[config.mk]
export PLATFORM = sky130hd
export DESIGN_NAME = dac_serial_readback_and_lockout
export DESIGN_NICKNAME = d
export VERILOG_FILES = /design/src/dac_serial_pkg.sv /design/src/dac_serial_readback_and_lockout.sv /design/src/pin_sync.sv /design/src/serial_shifter.sv
export VERILOG_INCLUDE_DIRS = /design/src
export SDC_FILE = /design/constraint.sdc
export NUM_CORES = 1
export LEC_CHECK = 0
export BUFFER_PORTS_ARGS = -buffer_cell sky130_fd_sc_hd__buf_2
export CAP_MARGIN = 20
export CORE_MARGIN = 5
export CORE_UTILIZATION = 45
export DETAILED_ROUTE_END_ITERATION = 12
export PLACE_DENSITY = 0.66
export SYNTH_ARGS = -nofsm -noshare
export SYNTH_HDL_FRONTEND = slang
export SYNTH_SLANG_ARGS = --single-unit
[constraint.sdc]
create_clock -name core_clk -period 4.5 [get_ports core_clk]
set_input_delay 0.675 -clock core_clk [delete_from_list [all_inputs] [get_ports core_clk]]
set_output_delay 0.675 -clock core_clk [all_outputs]
set_load 0.1 [all_outputs]
[src/dac_serial_regs.svh]
// Bit positions, command codes and reset values of the DAC serial control block
`ifndef DAC_SERIAL_REGS_SVH
`define DAC_SERIAL_REGS_SVH

`define WORD_BITS 16
`define CODE_BITS 12
`define POS_CHANNEL_SELECT 15
`define POS_CONTROL_HI 14
`define POS_CONTROL_LO 13
`define POS_DATA_TOP 12
`define POS_DATA_LOW 1
`define POS_TRAILING_SUB 0
`define POS_SUBCMD_TOP 12
`define POS_EDGE_SELECT 9

`define OP_CONTROL 3'h0
`define OP_LOAD_IN_A 3'h1
`define OP_LOAD_A_UPD_ALL 3'h2
`define OP_LOAD_ALL_DAC 3'h3
`define OP_UPDATE_BOTH 3'h4
`define OP_LOAD_IN_B 3'h5
`define OP_LOAD_B_UPD_ALL 3'h6
`define OP_SHUTDOWN_BOTH 3'h7

`define SUB_NO_OPERATION 3'h0
`define SUB_UPDATE_A 3'h1
`define SUB_USER_LOW 3'h2
`define SUB_USER_HIGH 3'h3
`define SUB_EDGE_SELECT 3'h4
`define SUB_UPDATE_B 3'h5
`define SUB_POWER_DOWN_A 3'h6
`define SUB_POWER_DOWN_B 3'h7

`define CODE_RESET 12'h000
`define WORD_RESET 16'h0000
`define USER_OUT_RESET 1'h0
`define DOUT_RESET 1'h0
`define POWER_DOWN_RESET 1'h0
`define SYNC_RESET 4'h3

`endif

[src/dac_serial_pkg.sv]
// Types shared by the DAC serial control block
`include "dac_serial_regs.svh"
package dac_serial_pkg;
	typedef enum logic {EDGE_FALL, EDGE_RISE} dout_edge_t;
	typedef logic [`WORD_BITS-1:0] word_t;
	typedef logic [`CODE_BITS-1:0] code_t;
endpackage

[src/dac_serial_readback_and_lockout.sv]
// Serial port, readback output, user output and power-down lockout of a dual DAC
`timescale 1ns/100ps
`include "dac_serial_regs.svh"

// Summary of operation
// - Serial output comes straight from the top stage of the 16-bit shifter
// - Falling-edge setting: output lags input by 16 serial clocks
// - Rising-edge setting: output lags input by 15.5 serial clocks
// - Output changes on falling or rising serial edge per selected setting
// - Falling-edge setting is selected after power-up
// - User logic output is low after power-up
// - Host sets user logic output high or low; level is held
// - Lockout low ignores every software power-down command
// - Lockout falling while powered down wakes outputs with prior values
// - Lockout wake needs no serial clock or chip-select activity
// - Power-up clears both input and both converter registers to zero
// - Word: select bit, two control bits, twelve data, zero sub-bit
// - Sample on rising serial clock while selected; act on deselect
// - Control word subcode picks update A or B, power-down A or B, output edge, user output level, or nothing
// - Power-down honoured only with lockout high; input registers kept
module dac_serial_readback_and_lockout (
	input wire logic core_clk,
	input wire logic reset,
	input wire logic sclk,
	input wire logic din,
	input wire logic cs_n,
	input wire logic shutdown_lockout_n,
	output logic dout,
	output logic user_logic_out,
	output dac_serial_pkg::dout_edge_t dout_edge,
	output dac_serial_pkg::code_t input_a_code,
	output dac_serial_pkg::code_t input_b_code,
	output dac_serial_pkg::code_t dac_a_code,
	output dac_serial_pkg::code_t dac_b_code,
	output logic power_down_a,
	output logic power_down_b
);
	import dac_serial_pkg::*;

	function automatic logic [2:0] field3(input word_t w, input int top);
		field3 = w[top -: 3];
	endfunction

	logic [3:0] pins_sync;
	logic sclk_s;
	logic din_s;
	logic cs_n_s;
	logic lockout_n_s;
	logic sclk_d;
	logic cs_n_d;
	logic lockout_n_d;
	word_t word;

	// Pins are asynchronous to core_clk; idle levels keep select and lockout high
	// Serial clock resets low like its delayed copy, so no false edge after reset
	pin_sync #(
		.WIDTH(4),
		.RESET_VAL(`SYNC_RESET)
	) u_sync (
		.core_clk(core_clk),
		.reset(reset),
		.pins({sclk, din, cs_n, shutdown_lockout_n}),
		.synced(pins_sync)
	);

	assign sclk_s = pins_sync[3];
	assign din_s = pins_sync[2];
	assign cs_n_s = pins_sync[1];
	assign lockout_n_s = pins_sync[0];

	// Delayed copies for edge detection, reset to the idle pin levels
	always_ff @(posedge core_clk or posedge reset) begin
		if (reset) begin
			sclk_d <= 1'b0;
			cs_n_d <= 1'b1;
			lockout_n_d <= 1'b1;
		end else begin
			sclk_d <= sclk_s;
			cs_n_d <= cs_n_s;
			lockout_n_d <= lockout_n_s;
		end
	end

	wire cs_active = ~cs_n_s;
	wire sclk_rise = sclk_s & ~sclk_d;
	wire sclk_fall = ~sclk_s & sclk_d;
	wire cmd_strobe = cs_n_s & ~cs_n_d;
	wire lockout_fall = ~lockout_n_s & lockout_n_d;
	wire shift_en = sclk_rise & cs_active;

	serial_shifter #(
		.WIDTH(`WORD_BITS)
	) u_shifter (
		.core_clk(core_clk),
		.reset(reset),
		.shift_en(shift_en),
		.bit_in(din_s),
		.word(word)
	);

	// Word fields, MSB first
	wire [2:0] opcode = field3(word, `POS_CHANNEL_SELECT);
	wire [2:0] subcmd = field3(word, `POS_SUBCMD_TOP);
	wire edge_bit = word[`POS_EDGE_SELECT];
	code_t data;
	assign data = word[`POS_DATA_TOP:`POS_DATA_LOW];

	wire is_ctrl = cmd_strobe & (opcode == `OP_CONTROL);
	wire op_in_a = cmd_strobe & (opcode == `OP_LOAD_IN_A);
	wire op_in_b = cmd_strobe & (opcode == `OP_LOAD_IN_B);
	wire op_a_all = cmd_strobe & (opcode == `OP_LOAD_A_UPD_ALL);
	wire op_b_all = cmd_strobe & (opcode == `OP_LOAD_B_UPD_ALL);
	wire op_all_dac = cmd_strobe & (opcode == `OP_LOAD_ALL_DAC);
	wire op_upd_both = cmd_strobe & (opcode == `OP_UPDATE_BOTH);
	wire op_sd_both = cmd_strobe & (opcode == `OP_SHUTDOWN_BOTH);
	wire sub_upd_a = is_ctrl & (subcmd == `SUB_UPDATE_A);
	wire sub_upd_b = is_ctrl & (subcmd == `SUB_UPDATE_B);
	wire sub_pd_a = is_ctrl & (subcmd == `SUB_POWER_DOWN_A);
	wire sub_pd_b = is_ctrl & (subcmd == `SUB_POWER_DOWN_B);
	wire sub_user_lo = is_ctrl & (subcmd == `SUB_USER_LOW);
	wire sub_user_hi = is_ctrl & (subcmd == `SUB_USER_HIGH);
	wire sub_edge = is_ctrl & (subcmd == `SUB_EDGE_SELECT);

	// Converter register loads and which channels they start up
	wire upd_all = op_a_all | op_b_all | op_upd_both;
	wire load_dac_a = upd_all | op_all_dac | sub_upd_a;
	wire load_dac_b = upd_all | op_all_dac | sub_upd_b;
	code_t next_dac_a;
	code_t next_dac_b;
	assign next_dac_a = (op_a_all | op_all_dac) ? data : input_a_code;
	assign next_dac_b = (op_b_all | op_all_dac) ? data : input_b_code;

	// Lockout low blocks the request itself, not only its effect
	wire pd_req_a = (op_sd_both | sub_pd_a) & lockout_n_s;
	wire pd_req_b = (op_sd_both | sub_pd_b) & lockout_n_s;

	always_ff @(posedge core_clk or posedge reset) begin
		if (reset) begin
			input_a_code <= `CODE_RESET;
			input_b_code <= `CODE_RESET;
		end else begin
			if (op_in_a | op_a_all) begin
				input_a_code <= data;
			end
			if (op_in_b | op_b_all) begin
				input_b_code <= data;
			end
		end
	end

	// Converter registers persist through power-down, so waking restores them
	always_ff @(posedge core_clk or posedge reset) begin
		if (reset) begin
			dac_a_code <= `CODE_RESET;
			dac_b_code <= `CODE_RESET;
		end else begin
			if (load_dac_a) begin
				dac_a_code <= next_dac_a;
			end
			if (load_dac_b) begin
				dac_b_code <= next_dac_b;
			end
		end
	end

	// Lockout fall wakes on core_clk alone, no serial activity required
	always_ff @(posedge core_clk or posedge reset) begin
		if (reset) begin
			power_down_a <= `POWER_DOWN_RESET;
			power_down_b <= `POWER_DOWN_RESET;
		end else if (lockout_fall) begin
			power_down_a <= 1'b0;
			power_down_b <= 1'b0;
		end else begin
			if (pd_req_a) begin
				power_down_a <= 1'b1;
			end else if (load_dac_a) begin
				power_down_a <= 1'b0;
			end
			if (pd_req_b) begin
				power_down_b <= 1'b1;
			end else if (load_dac_b) begin
				power_down_b <= 1'b0;
			end
		end
	end

	always_ff @(posedge core_clk or posedge reset) begin
		if (reset) begin
			user_logic_out <= `USER_OUT_RESET;
			dout_edge <= EDGE_FALL;
		end else begin
			if (sub_user_hi) begin
				user_logic_out <= 1'b1;
			end else if (sub_user_lo) begin
				user_logic_out <= 1'b0;
			end
			if (sub_edge) begin
				dout_edge <= edge_bit ? EDGE_RISE : EDGE_FALL;
			end
		end
	end

	// Rising setting takes the bit entering the top stage on this same edge,
	// half a serial clock ahead of the falling setting
	wire dout_rise_upd = sclk_rise & cs_active & (dout_edge == EDGE_RISE);
	wire dout_fall_upd = sclk_fall & cs_active & (dout_edge == EDGE_FALL);
	wire next_dout = dout_rise_upd ? word[`WORD_BITS-2] : word[`WORD_BITS-1];

	// Deselected: no update, so chained parts see stable data between frames
	always_ff @(posedge core_clk or posedge reset) begin
		if (reset) begin
			dout <= `DOUT_RESET;
		end else if (dout_rise_upd | dout_fall_upd) begin
			dout <= next_dout;
		end
	end

	a_dout_hold_deselect: assert property (@(posedge core_clk) disable iff (reset)
		$past(cs_n_s) |-> $stable(dout))
		else $error("serial output changed while deselected");

	a_dout_fall_edge: assert property (@(posedge core_clk) disable iff (reset)
		(dout_edge == EDGE_FALL && $changed(dout)) |-> $past(sclk_fall))
		else $error("falling setting output moved off a falling edge");

	a_dout_rise_edge: assert property (@(posedge core_clk) disable iff (reset)
		(dout_edge == EDGE_RISE && $changed(dout)) |-> $past(sclk_rise))
		else $error("rising setting output moved off a rising edge");

	a_dout_fall_value: assert property (@(posedge core_clk) disable iff (reset)
		(sclk_fall && cs_active && dout_edge == EDGE_FALL) |=> dout == word[15])
		else $error("falling setting output not top stage");

	a_dout_rise_value: assert property (@(posedge core_clk) disable iff (reset)
		(sclk_rise && cs_active && dout_edge == EDGE_RISE) |=> dout == word[15])
		else $error("rising setting output not new top stage");

	a_shift_only_sel: assert property (@(posedge core_clk) disable iff (reset)
		(sclk_rise && cs_n_s) |=> $stable(word))
		else $error("shifter moved while deselected");

	a_pd_needs_lockout: assert property (@(posedge core_clk) disable iff (reset)
		($rose(power_down_a) || $rose(power_down_b)) |-> $past(lockout_n_s))
		else $error("power-down taken under lockout");

	a_wake_on_fall: assert property (@(posedge core_clk) disable iff (reset)
		lockout_fall |=> (!power_down_a && !power_down_b && $stable(dac_a_code)
			&& $stable(dac_b_code)))
		else $error("lockout fall did not wake with kept codes");

	a_user_out_static: assert property (@(posedge core_clk) disable iff (reset)
		$changed(user_logic_out) |-> $past(sub_user_hi || sub_user_lo))
		else $error("user output changed without command");

	a_reset_defaults: assert property (@(posedge core_clk) disable iff (reset)
		$past(reset) |-> (dac_a_code == 12'h000 && dac_b_code == 12'h000
			&& input_a_code == 12'h000 && input_b_code == 12'h000
			&& !user_logic_out && dout_edge == EDGE_FALL))
		else $error("state not cleared after reset");

	// Registers move only on the deselect strobe, never mid-frame
	a_inputs_on_strobe: assert property (@(posedge core_clk) disable iff (reset)
		($changed(input_a_code) || $changed(input_b_code)) |-> $past(cmd_strobe))
		else $error("input register moved without a deselect strobe");

	a_dacs_on_strobe: assert property (@(posedge core_clk) disable iff (reset)
		($changed(dac_a_code) || $changed(dac_b_code)) |-> $past(cmd_strobe))
		else $error("converter register moved without a deselect strobe");

	// A blocked request must not even start a power-down
	a_pd_blocked_lock: assert property (@(posedge core_clk) disable iff (reset)
		(cmd_strobe && !lockout_n_s) |=> (!$rose(power_down_a)
			&& !$rose(power_down_b)))
		else $error("power-down started while lockout low");

	a_pd_keeps_inputs: assert property (@(posedge core_clk) disable iff (reset)
		($rose(power_down_a) || $rose(power_down_b)) |-> ($stable(input_a_code)
			&& $stable(input_b_code)))
		else $error("input registers lost on power-down");

	a_wake_no_serial: assert property (@(posedge core_clk) disable iff (reset)
		(lockout_fall && cs_n_s) |=> (!power_down_a && !power_down_b))
		else $error("lockout wake needed serial activity");

	a_edge_on_cmd: assert property (@(posedge core_clk) disable iff (reset)
		$changed(dout_edge) |-> $past(sub_edge))
		else $error("output edge setting changed without command");

	a_user_follows_cmd: assert property (@(posedge core_clk) disable iff (reset)
		(sub_user_hi || sub_user_lo) |=> (user_logic_out == $past(sub_user_hi)))
		else $error("user output did not follow its command");

	c_edge_rise: cover property (@(posedge core_clk) disable iff (reset)
		$rose(dout_edge == EDGE_RISE));
	c_user_high: cover property (@(posedge core_clk) disable iff (reset)
		$rose(user_logic_out));
	c_power_down: cover property (@(posedge core_clk) disable iff (reset)
		$rose(power_down_a));
	c_wake: cover property (@(posedge core_clk) disable iff (reset)
		lockout_fall && (power_down_a || power_down_b));
	c_lock_blocked: cover property (@(posedge core_clk) disable iff (reset)
		cmd_strobe && !lockout_n_s && (opcode == `OP_SHUTDOWN_BOTH));
endmodule

[src/pin_sync.sv]
// Two-stage synchroniser for a group of pins
`timescale 1ns/100ps
module pin_sync #(
	parameter int WIDTH = 4,
	parameter logic [WIDTH-1:0] RESET_VAL = '0
) (
	input wire logic core_clk,
	input wire logic reset,
	input wire logic [WIDTH-1:0] pins,
	output logic [WIDTH-1:0] synced
);
	logic [WIDTH-1:0] stage1;

	always_ff @(posedge core_clk or posedge reset) begin
		if (reset) begin
			stage1 <= RESET_VAL;
			synced <= RESET_VAL;
		end else begin
			stage1 <= pins;
			synced <= stage1;
		end
	end
endmodule

[src/serial_shifter.sv]
// Input shift register, MSB first, shifting toward the top stage
`timescale 1ns/100ps
module serial_shifter #(
	parameter int WIDTH = 16
) (
	input wire logic core_clk,
	input wire logic reset,
	input wire logic shift_en,
	input wire logic bit_in,
	output logic [WIDTH-1:0] word
);
	wire [WIDTH-1:0] next_word = {word[WIDTH-2:0], bit_in};

	always_ff @(posedge core_clk or posedge reset) begin
		if (reset) begin
			word <= '0;
		end else if (shift_en) begin
			word <= next_word;
		end
	end
endmodule
* Word-level counts from Yosys, hierarchy flattened *
Cells that the tools add are included.

word-level totals
  flip-flop bits (word level) = 80
  input bits = 6
  output and inout port bits = 53
  word-level logic and storage cells = 88

operators by class
  equal/unequal tests = 14
  mux-type cells = 12
  bitwise logic cells = 43
  reduce and logical (&&, ||, !) cells = 4

operators by type and width
  cell                  number
  $and A1 B1 Y1         25
  $eq A3 B3 Y1 const B  8
  $mux W12              2
  $eq A3 B2 Y1 const B  4
  $or A1 B1 Y1          12
  $mux W1               10
  $eq A3 B1 Y1 const B  2
  $not A1 Y1            6
  $reduce_bool A3 Y1    2
  $logic_not A3 Y1      1
  $reduce_bool A2 Y1    1

* Longest topological paths before layout *
Gate-level depths: netlist of the first run.

  depth in word-level cells = 10
  mapped depth = 7
  mapped depth without buffers = 4

* By module *
Synthesis of the first run repeated with hierarchy kept, for this count alone.

unflattened totals
  cell total of the unflattened synthesis = 221
  area, all modules = 3,528.4 µm²

modules (own cells, without submodules)
  module                           times used  cells each  area an instance (µm²)
  dac_serial_readback_and_lockout  1           177         2,666.3
  serial_shifter                   1           35          653.1
  pin_sync                         1           9           209.0

* Worst setup path after synthesis of the first run *
OpenSTA, ideal clock, no wires.

  path kind = reg-to-reg
  from = reg u_shifter.word[11]
  to = reg dac_a_code[7]
  setup time = 126 ps
  arrival = 1,555 ps
  data required time = 4,374 ps
  setup slack = 2,820 ps
  stages on the path, launching flop included = 6
  path buffers = 2
  cells stage by stage = dfrtp_1 buf_6 or3b_4 a221oi_4 clkbuf_8 a21oi_1

on the way
  longest elaborated chain between the ends = 3

ends and longest elaborated chain
  what                    RTL line                                text
  from (decl)             serial_shifter.sv:10                    output logic [WIDTH-1:0] word
  from (signal assigned)  serial_shifter.sv:18                    word <= next_word;
  $eq A3 B1 Y1 (no line)  n/a
  $and A1 B1 Y1           dac_serial_readback_and_lockout.sv:116  wire sub_upd_a = is_ctrl & (subcmd == `SUB_UPDATE_A);
  $or A1 B1 Y1            dac_serial_readback_and_lockout.sv:126  wire load_dac_a = upd_all | op_all_dac | sub_upd_a;
  to (signal assigned)    dac_serial_readback_and_lockout.sv:154  dac_a_code <= `CODE_RESET;
  to (signal assigned)    dac_serial_readback_and_lockout.sv:158  dac_a_code <= next_dac_a;
  to (decl)               dac_serial_readback_and_lockout.sv:33   output dac_serial_pkg::code_t dac_a_code,

No other way between the ends.
A chain may end at the register's enable or synchronous reset.

* Worst setup path in the final report of the first run *
  from = reg u_shifter.word[10]
  to = reg power_down_a

on the way
  longest elaborated chain between the ends = 6
  elaborated cells between the ends (all ways) = 10

ends and longest elaborated chain
  what                    RTL line                                text
  $eq A3 B3 Y1 (no line)  n/a
  $and A1 B1 Y1           dac_serial_readback_and_lockout.sv:118  wire sub_pd_a = is_ctrl & (subcmd == `SUB_POWER_DOWN_A);
  $or A1 B1 Y1            dac_serial_readback_and_lockout.sv:134  wire pd_req_a = (op_sd_both | sub_pd_a) & lockout_n_s;
  $and A1 B1 Y1           dac_serial_readback_and_lockout.sv:134
  $mux W1                 dac_serial_readback_and_lockout.sv:175  if (pd_req_a) begin
  $mux W1                 dac_serial_readback_and_lockout.sv:171  end else if (lockout_fall) begin
  to (signal assigned)    dac_serial_readback_and_lockout.sv:169  power_down_a <= `POWER_DOWN_RESET;
  to (decl)               dac_serial_readback_and_lockout.sv:35   output logic power_down_a,

Parallel ways exist; a longest one is shown, timed or not.

==> qor.csv, run 1 <==
stage,metric,value,unit
outcome,run status,finished clean,
critical_path,crit path capture type,flop,
placed_design,Routability Congestion,0.8490,
floorplanning,core area,7292,sq um
yosys,top_reg_cell synth,dfrtp_1,
cells_and_area,# fillers,675,
timing,fmax,426.3,MHz
floorplanning,Die W,96.84,um
drt,via count,2116,
critical_path,Worst setup SP type,flop,
worst_hold_path,Hold Path Class,reg -> reg,
critical_path,critical path class,reg -> reg,
global_route,number of global-route vias before repair,2283,
cells_and_area,register area,2009,sq um
timing,RSZ-0062 raised after global routing,no,
yosys,"EDFF count, synth",0,
critical_path,slowest cell on the critical path,a221oi_4,
timing,final hold violations,0,
power_and_ir_drop,Worst IR Drop VDD,0.2268,mV
floorplanning,# IOs,59,
drt,routed wire length,6601,um
critical_path,max incr delay on CP,0.91,ns
clock_tree,TritonCTS clock tree,built,
yosys,asr flop ratio synth,100.0,%
global_route,global-route wire length before repair,11410,um
timing,Slew Limit Fails,0,
yosys,"FF+latch count, synth",80,
placed_design,Buffers on Ports,58,
cells_and_area,final net count,321,
timing,worst rel slew slack,25.13,%
cells_and_area,multi-input logic area,1245,sq um
yosys,post-synth net total,264,
drt,Vias per Instance,5.050,
global_route,global route overflow,0,
global_route,largest net degree at the start of global routing,42,
yosys,synthesized instance count,258,
power_and_ir_drop,power density cells,397.5,nW/um^2
drt,router iterations before antenna repair,4,
drt,DRT antenna net count,0,
clock_tree,CTS Sinks,80,
timing,Final period util,52.13,%
yosys,Netlist cell types,32,
yosys,Ys Warns,0,
critical_path,peak fanout along the critical path,25,
power_and_ir_drop,Leak,1.930,nW
critical_path,Critical Path RT,4.72,ns
drt,Post-route DRC,0,
clock_tree,CTS Buffer Depth,2,
clock_tree,hold_buf cts,0,
timing,Final Setup Violations,0,
timing,worst slew pin tran,1.123,ns
placed_design,# placed instances,402,
yosys,post-synthesis sequential area ratio,59.22,%
clock_tree,Clock Pin Slew Worst Setup and Hold Paths,0.08,ns
clock_tree,Resize count post-CTS,0,
timing,Fin Setup TNS,0,ns
floorplanning,die area,9377,sq um
critical_path,CP cell instances,"or3b_4, a221oi_4, nor3_1, a211o_1",
floorplanning,Die Span Y,96.84,um
timing,min cycle time layout,2.346,ns
placed_design,DP Wirelength,4596,um
floorplanning,row cnt,31,
timing,worst clock skew,0.009329,ns
yosys,Synth Cell Area,3393,sq um
yosys,syn_area_per_cell,13.15,sq um
global_route,initial antenna violation count,0,
timing,WHS,0.3584,ns
drt,number of DRC markers in iteration 0,109,
power_and_ir_drop,Overall Power,1.563,mW
cells_and_area,"non-filler cells, final",419,
critical_path,crit path DAT,2.57,ns
floorplanning,Starting Density,46.53,%
flow_run,max_cap viols,0,
cells_and_area,share of cells above drive strength 1,43.44,%
clock_tree,H-tree levels,3,
clock_tree,insertion delay to the later sink of the worst-skew pair,0.34,ns
cells_and_area,# diodes,0,
drt,WL/cell,15.75,um
global_route,GRT Overall Usage,14.97,%
cells_and_area,"Design Area, Final",3933,sq um
clock_tree,Post CTS Setup Buffer Count,0,
clock_tree,cts bufs inserted,9,
clock_tree,CTS Root Buffer Type,clkbuf_8,
cells_and_area,synthesis-to-layout area growth,15.89,%
placed_design,Post-DP Area,3715,sq um
-- synth_stat cells (all sizes together), types with 4 or more instances --
cell	n	area, sq um
mux2i	26	260.3
inv	4	15.01
buf	12	86.33
nand2	6	22.52
mux2	40	450.4
a21oi	29	175.2
nor2	28	105.1
dfrtp	74	1852
nand2b	5	38.78
clkbuf	5	42.55
nor3	4	20.02
dfstp	6	157.7
-- kinds of logic (layout without fill, tap and decap cells) --
kind of cell	Yosys count	in the layout	synth area share (%)
simple gates	52	52	7.448
buf+inv	21	83	4.240
mux	66	66	20.94
xor+xnor	2	2	0.5163
flops	80	80	59.22
compound gates	37	37	7.633
-- area by class of cell --
type	instances	share of cell area, %
flip-flops and latches	80	51.10
multi-input cells	157	31.66
repair buffers	63	8.431
clock buffers	11	3.850
well taps	99	3.150
clock inverters	5	1.400
inverters	4	0.4136
-- registers in the layout, indices dropped and copies added (netlist names) --
signal	count
u_sync.stage1	4
sclk_d	1
power_down_a	1
input_a_code	12
dac_b_code	12
power_down_b	1
cs_n_d	1
dout	1
u_sync.synced	4
dac_a_code	12
input_b_code	12
user_logic_out	1
lockout_n_d	1
u_shifter.word	16
dout_edge	1
-- per-layer routing --
| metal | vias up | global-route usage [%] | wire, um |
|---|---|---|---|
| li1 | 1013 | - | - |
| met1 | 1060 | 18.82 | 3003 |
| met2 | 39 | 24.36 | 3231 |
| met3 | 4 | 5.540 | 317 |
| met4 | 0 | 3.996 | 48 |
| met5 | - | 0 | 0 |
-- per-stage QoR --
step,utilization [%],setup WS (ns)
2_1_floorplan,-,1.783
3_3_place_gp,50.94,2.223
3_5_place_dp,50.94,2.182
4_1_cts,53.77,2.150
5_1_grt,53.93,2.013
6_report,53.93,2.154
-- power breakdown --
| group | leakage, nW | internal, mW | total (mW) | switching [mW] |
|---|---|---|---|---|
| clock network | 0.101 | 0.285 | 0.541 | 0.257 |
| registers | 1.07 | 0.772 | 0.835 | 0.0633 |
| logic | 0.757 | 0.0528 | 0.187 | 0.134 |
| total | 1.93 | 1.11 | 1.56 | 0.454 |
-- cell usage in the layout, fill, tap and decap left out, drive strengths merged --
| cell | n |
|---|---|
| dfrtp | 74 |
| buf | 63 |
| mux2 | 40 |
| a21oi | 29 |
| nor2 | 28 |
| mux2i | 26 |
| clkbuf | 11 |
| nand2 | 6 |
| dfstp | 6 |
| nand2b | 5 |
| nor3 | 4 |
| inv | 3 |
| clkinv | 3 |
| xor2 | 2 |
| nand3 | 2 |
| o21ai | 2 |
| nand3b | 2 |
| a211o | 2 |
| clkinvlp | 2 |
| a221oi | 2 |
| and2b | 1 |
| nor3b | 1 |
| and3 | 1 |
| nor4b | 1 |
| o22ai | 1 |
| or3b | 1 |
| o32ai | 1 |
| bufinv | 1 |
-- path summary, 6_finish.rpt --
kind / start / endpoint / slack, ns / cells past startpoint
worst max-delay path: u_shifter.word[10] / power_down_a / 2.15 / 4
worst min-delay path: u_sync.stage1[0] / u_sync.synced[0] / 0.36 / 0
worst max register to register: u_shifter.word[10] / power_down_a / 2.15 / 4
worst min register to register: u_sync.stage1[0] / u_sync.synced[0] / 0.36 / 0
max in group asynchronous: reset / cs_n_d / 3.10 / 3
min in group asynchronous: reset / dac_b_code[9] / 0.41 / 2
-- critical path: cells and delay by family, from the launching register on --
kind | cells | cell delay [ns]
simple gates | 2 | 0.54
flops | 1 | 0.51
compound gates | 2 | 1.17
(Power assumes the default switching activity.)
==> inputs of run 2 (changes only) <==
- ABC_AREA: not set -> 1
- PLACE_DENSITY: 0.66 -> 0.69
- clock period: 4.5 -> 2 ns (I/O delays scaled with it)
==> run 2 against run 1 <==
Register-to-register slack worse by 1.8 ns. Fmax up 46%. Count of clock-buffer cells in the layout down 2. Sequential power up 150%. Setup slack worse by 1.8 ns. Via count up 25%. Sequential share of layout area down 0.72 points. Power rose to 3.6 times the previous value. Largest power group is now combinational logic. Hold slack worse by 0.31 ns. Critical path depth up 2. Clock power up 120%. Synthesized cell count up 46%.
==> qor.csv, run 2 <==
stage,metric,value,unit
clock_tree,Clock Pin Slew Worst Setup and Hold Paths,0.09,ns
critical_path,crit path DAT,1.90,ns
drt,Post-route DRC,0,
timing,WHS,0.05089,ns
cells_and_area,Final Util,54.41,%
timing,Final Setup Violations,0,
placed_design,Routability Congestion,0.8041,
timing,fmax,624.0,MHz
drt,DRT antenna net count,0,
yosys,syn_area_per_cell,9.044,sq um
clock_tree,Post CTS Setup Buffer Count,0,
timing,final hold violations,0,
yosys,Synth top cells by count,"nand2_1, dfrtp_1, o21ai_0, nand3_1, inv_1",
yosys,"EDFF count, synth",0,
flow_run,max_cap viols,0,
global_route,initial antenna violation count,0,
global_route,number of global-route vias before repair,2509,
drt,routed wire length,7227,um
clock_tree,TritonCTS clock tree,built,
global_route,global route overflow,0,
floorplanning,Die Span Y,97.05,um
clock_tree,insertion delay to the later sink of the worst-skew pair,0.35,ns
drt,via count,2655,
yosys,Synth area leader,dfrtp_1,
yosys,Netlist cell types,26,
placed_design,Buffers on Ports,58,
cells_and_area,# diodes,0,
drt,router iterations before antenna repair,4,
power_and_ir_drop,Worst IR Drop VDD,0.5112,mV
critical_path,R2R depth,6,
yosys,post-synthesis sequential area ratio,58.94,%
timing,Final period util,80.13,%
critical_path,critical path class,reg -> reg,
floorplanning,Die W,97.05,um
critical_path,peak fanout along the critical path,14,
cells_and_area,share of cells above drive strength 1,23.86,%
outcome,run status,finished clean,
timing,worst clock skew,0.01287,ns
yosys,top-area cell type share of the netlist area,54.31,%
timing,Slew Limit Fails,0,
cells_and_area,multi-input logic area,1214,sq um
yosys,Synth Cell Area,3410,sq um
clock_tree,cts bufs inserted,9,
critical_path,Worst setup SP type,flop,
global_route,largest net degree at the start of global routing,81,
placed_design,DP Wirelength,5152,um
timing,min cycle time layout,1.603,ns
cells_and_area,# fillers,696,
critical_path,crit path capture type,flop,
cells_and_area,most frequent cells in the layout,"nand2_1, dfrtp_1, buf_2, o21ai_0, nand3_1",
clock_tree,hold_buf cts,0,
yosys,synth top area cells,"dfrtp_1, nand2_1, o21ai_0",
timing,Fin Setup TNS,0,ns
drt,Vias per Instance,4.926,
cells_and_area,Biggest register,u_shifter.word,
yosys,most frequent cell after synthesis,nand2_1,
floorplanning,core area,7331,sq um
cells_and_area,synthesis-to-layout area growth,16.99,%
drt,WL/cell,13.41,um
clock_tree,CTS Buffer Depth,2,
floorplanning,die area,9418,sq um
timing,RSZ-0062 raised after global routing,no,
timing,worst slew pin tran,0.6332,ns
floorplanning,row cnt,31,
timing,worst rel slew slack,57.68,%
clock_tree,H-tree levels,3,
drt,number of DRC markers in iteration 0,165,
power_and_ir_drop,Leak,2.119,nW
clock_tree,Resize count post-CTS,0,
critical_path,Critical Path RT,2.30,ns
critical_path,Worst R2R Setup Slack,0.40,ns
floorplanning,# IOs,59,
clock_tree,CTS Root Buffer Type,clkbuf_8,
cells_and_area,final net count,441,
yosys,top_reg_cell synth,dfrtp_1,
yosys,Ys Warns,0,
global_route,GRT Overall Usage,16.17,%
cells_and_area,max reg flops,16,
global_route,global-route wire length before repair,12590,um
power_and_ir_drop,power density cells,1405,nW/um^2
yosys,asr flop ratio synth,100.0,%
yosys,post-synth net total,383,
cells_and_area,register area,2009,sq um
floorplanning,Starting Density,46.51,%
worst_hold_path,Hold Path Class,in -> async,
yosys,"FF+latch count, synth",80,
yosys,synthesized instance count,377,
clock_tree,CTS Sinks,80,
cells_and_area,"commonest non-fill, non-tap cell in the layout",nand2_1,
run 2: cell count changes after synthesis, sizes merged, moves of 5 or more:
cell,previous run,this run
a21oi,29,1
inv,4,22
mux2,40,1
mux2i,26,0
nand2,6,127
nand2b,5,0
nand3,2,46
nand3b,2,13
nor2,28,11
o21ai,2,53
run 2: per-stage QoR:
| step | cells | area [sq um] | worst slack (ns) | total power, mW |
|---|---|---|---|---|
| 6_report | 539 | 3989 | 0.3974 | 5.604 |
| 2_1_floorplan | 377 | 3413 | 0.4970 | 4.079 |
| 3_5_place_dp | 523 | 3792 | 0.3999 | 4.472 |
| 3_3_place_gp | 523 | 3792 | 0.4321 | 4.449 |
| 5_1_grt | 539 | 3989 | 0.2143 | 5.869 |
| 4_1_cts | 539 | 3989 | 0.3941 | 5.651 |
run 2: path summary, 6_finish.rpt:
check / startpoint / to
setup / recovery: u_sync.synced[1] / dac_b_code[2]
hold / removal: reset / power_down_a
setup reg to reg: u_sync.synced[1] / dac_b_code[2]
hold reg to reg: u_sync.stage1[0] / u_sync.synced[0]
max in group asynchronous: reset / u_sync.stage1[1]
min in group core_clk: shutdown_lockout_n / u_sync.stage1[0]
run 2: per-layer routing:
| layer | vias to the layer above | global-route usage (%) | part of all wire (%) | wire [um] |
|---|---|---|---|---|
| met5 | - | 0 | 0 | 0 |
| met4 | 0 | 6.479 | 1.5 | 106 |
| met3 | 8 | 3.525 | 5.8 | 417 |
| met2 | 60 | 24.31 | 46 | 3300 |
| met1 | 1250 | 22.75 | 47 | 3402 |
| li1 | 1337 | - | - | - |
run 2: layout make-up:
| class | instances | area share, % |
|---|---|---|
| Multi-Input combinational cell | 256 | 30.43 |
| Tap cell | 99 | 3.105 |
| Inverter | 23 | 2.258 |
| Clock inverter | 7 | 1.819 |
| Sequential cell | 80 | 50.38 |
| Clock buffer | 9 | 3.105 |
| Timing Repair Buffer | 65 | 8.908 |
run 2: kinds of logic (layout without fill, tap and decap cells):
group	Yosys count	in the layout	synth area share, %
DFF	80	80	58.94
muxes	1	1	0.3303
AOI/OAI and AO/OA	54	54	7.927
buffers and inverters	41	104	5.467
and+or+nand+nor	201	201	27.34
run 2: worst max-delay path: stages (launching register included):
cell and delay, ns:
dfstp_2 0.61, nand2_1 0.12, nor2_4 0.25, nand2_4 0.17, nand2_2 0.22, nand3_1 0.12, nand2_1 0.07
run 2: power by group:
part	leakage, nW	internal, mW	switching [mW]
sequential	1.06	1.90	0.187
combinational	0.963	0.351	1.99
clock	0.0952	0.576	0.600
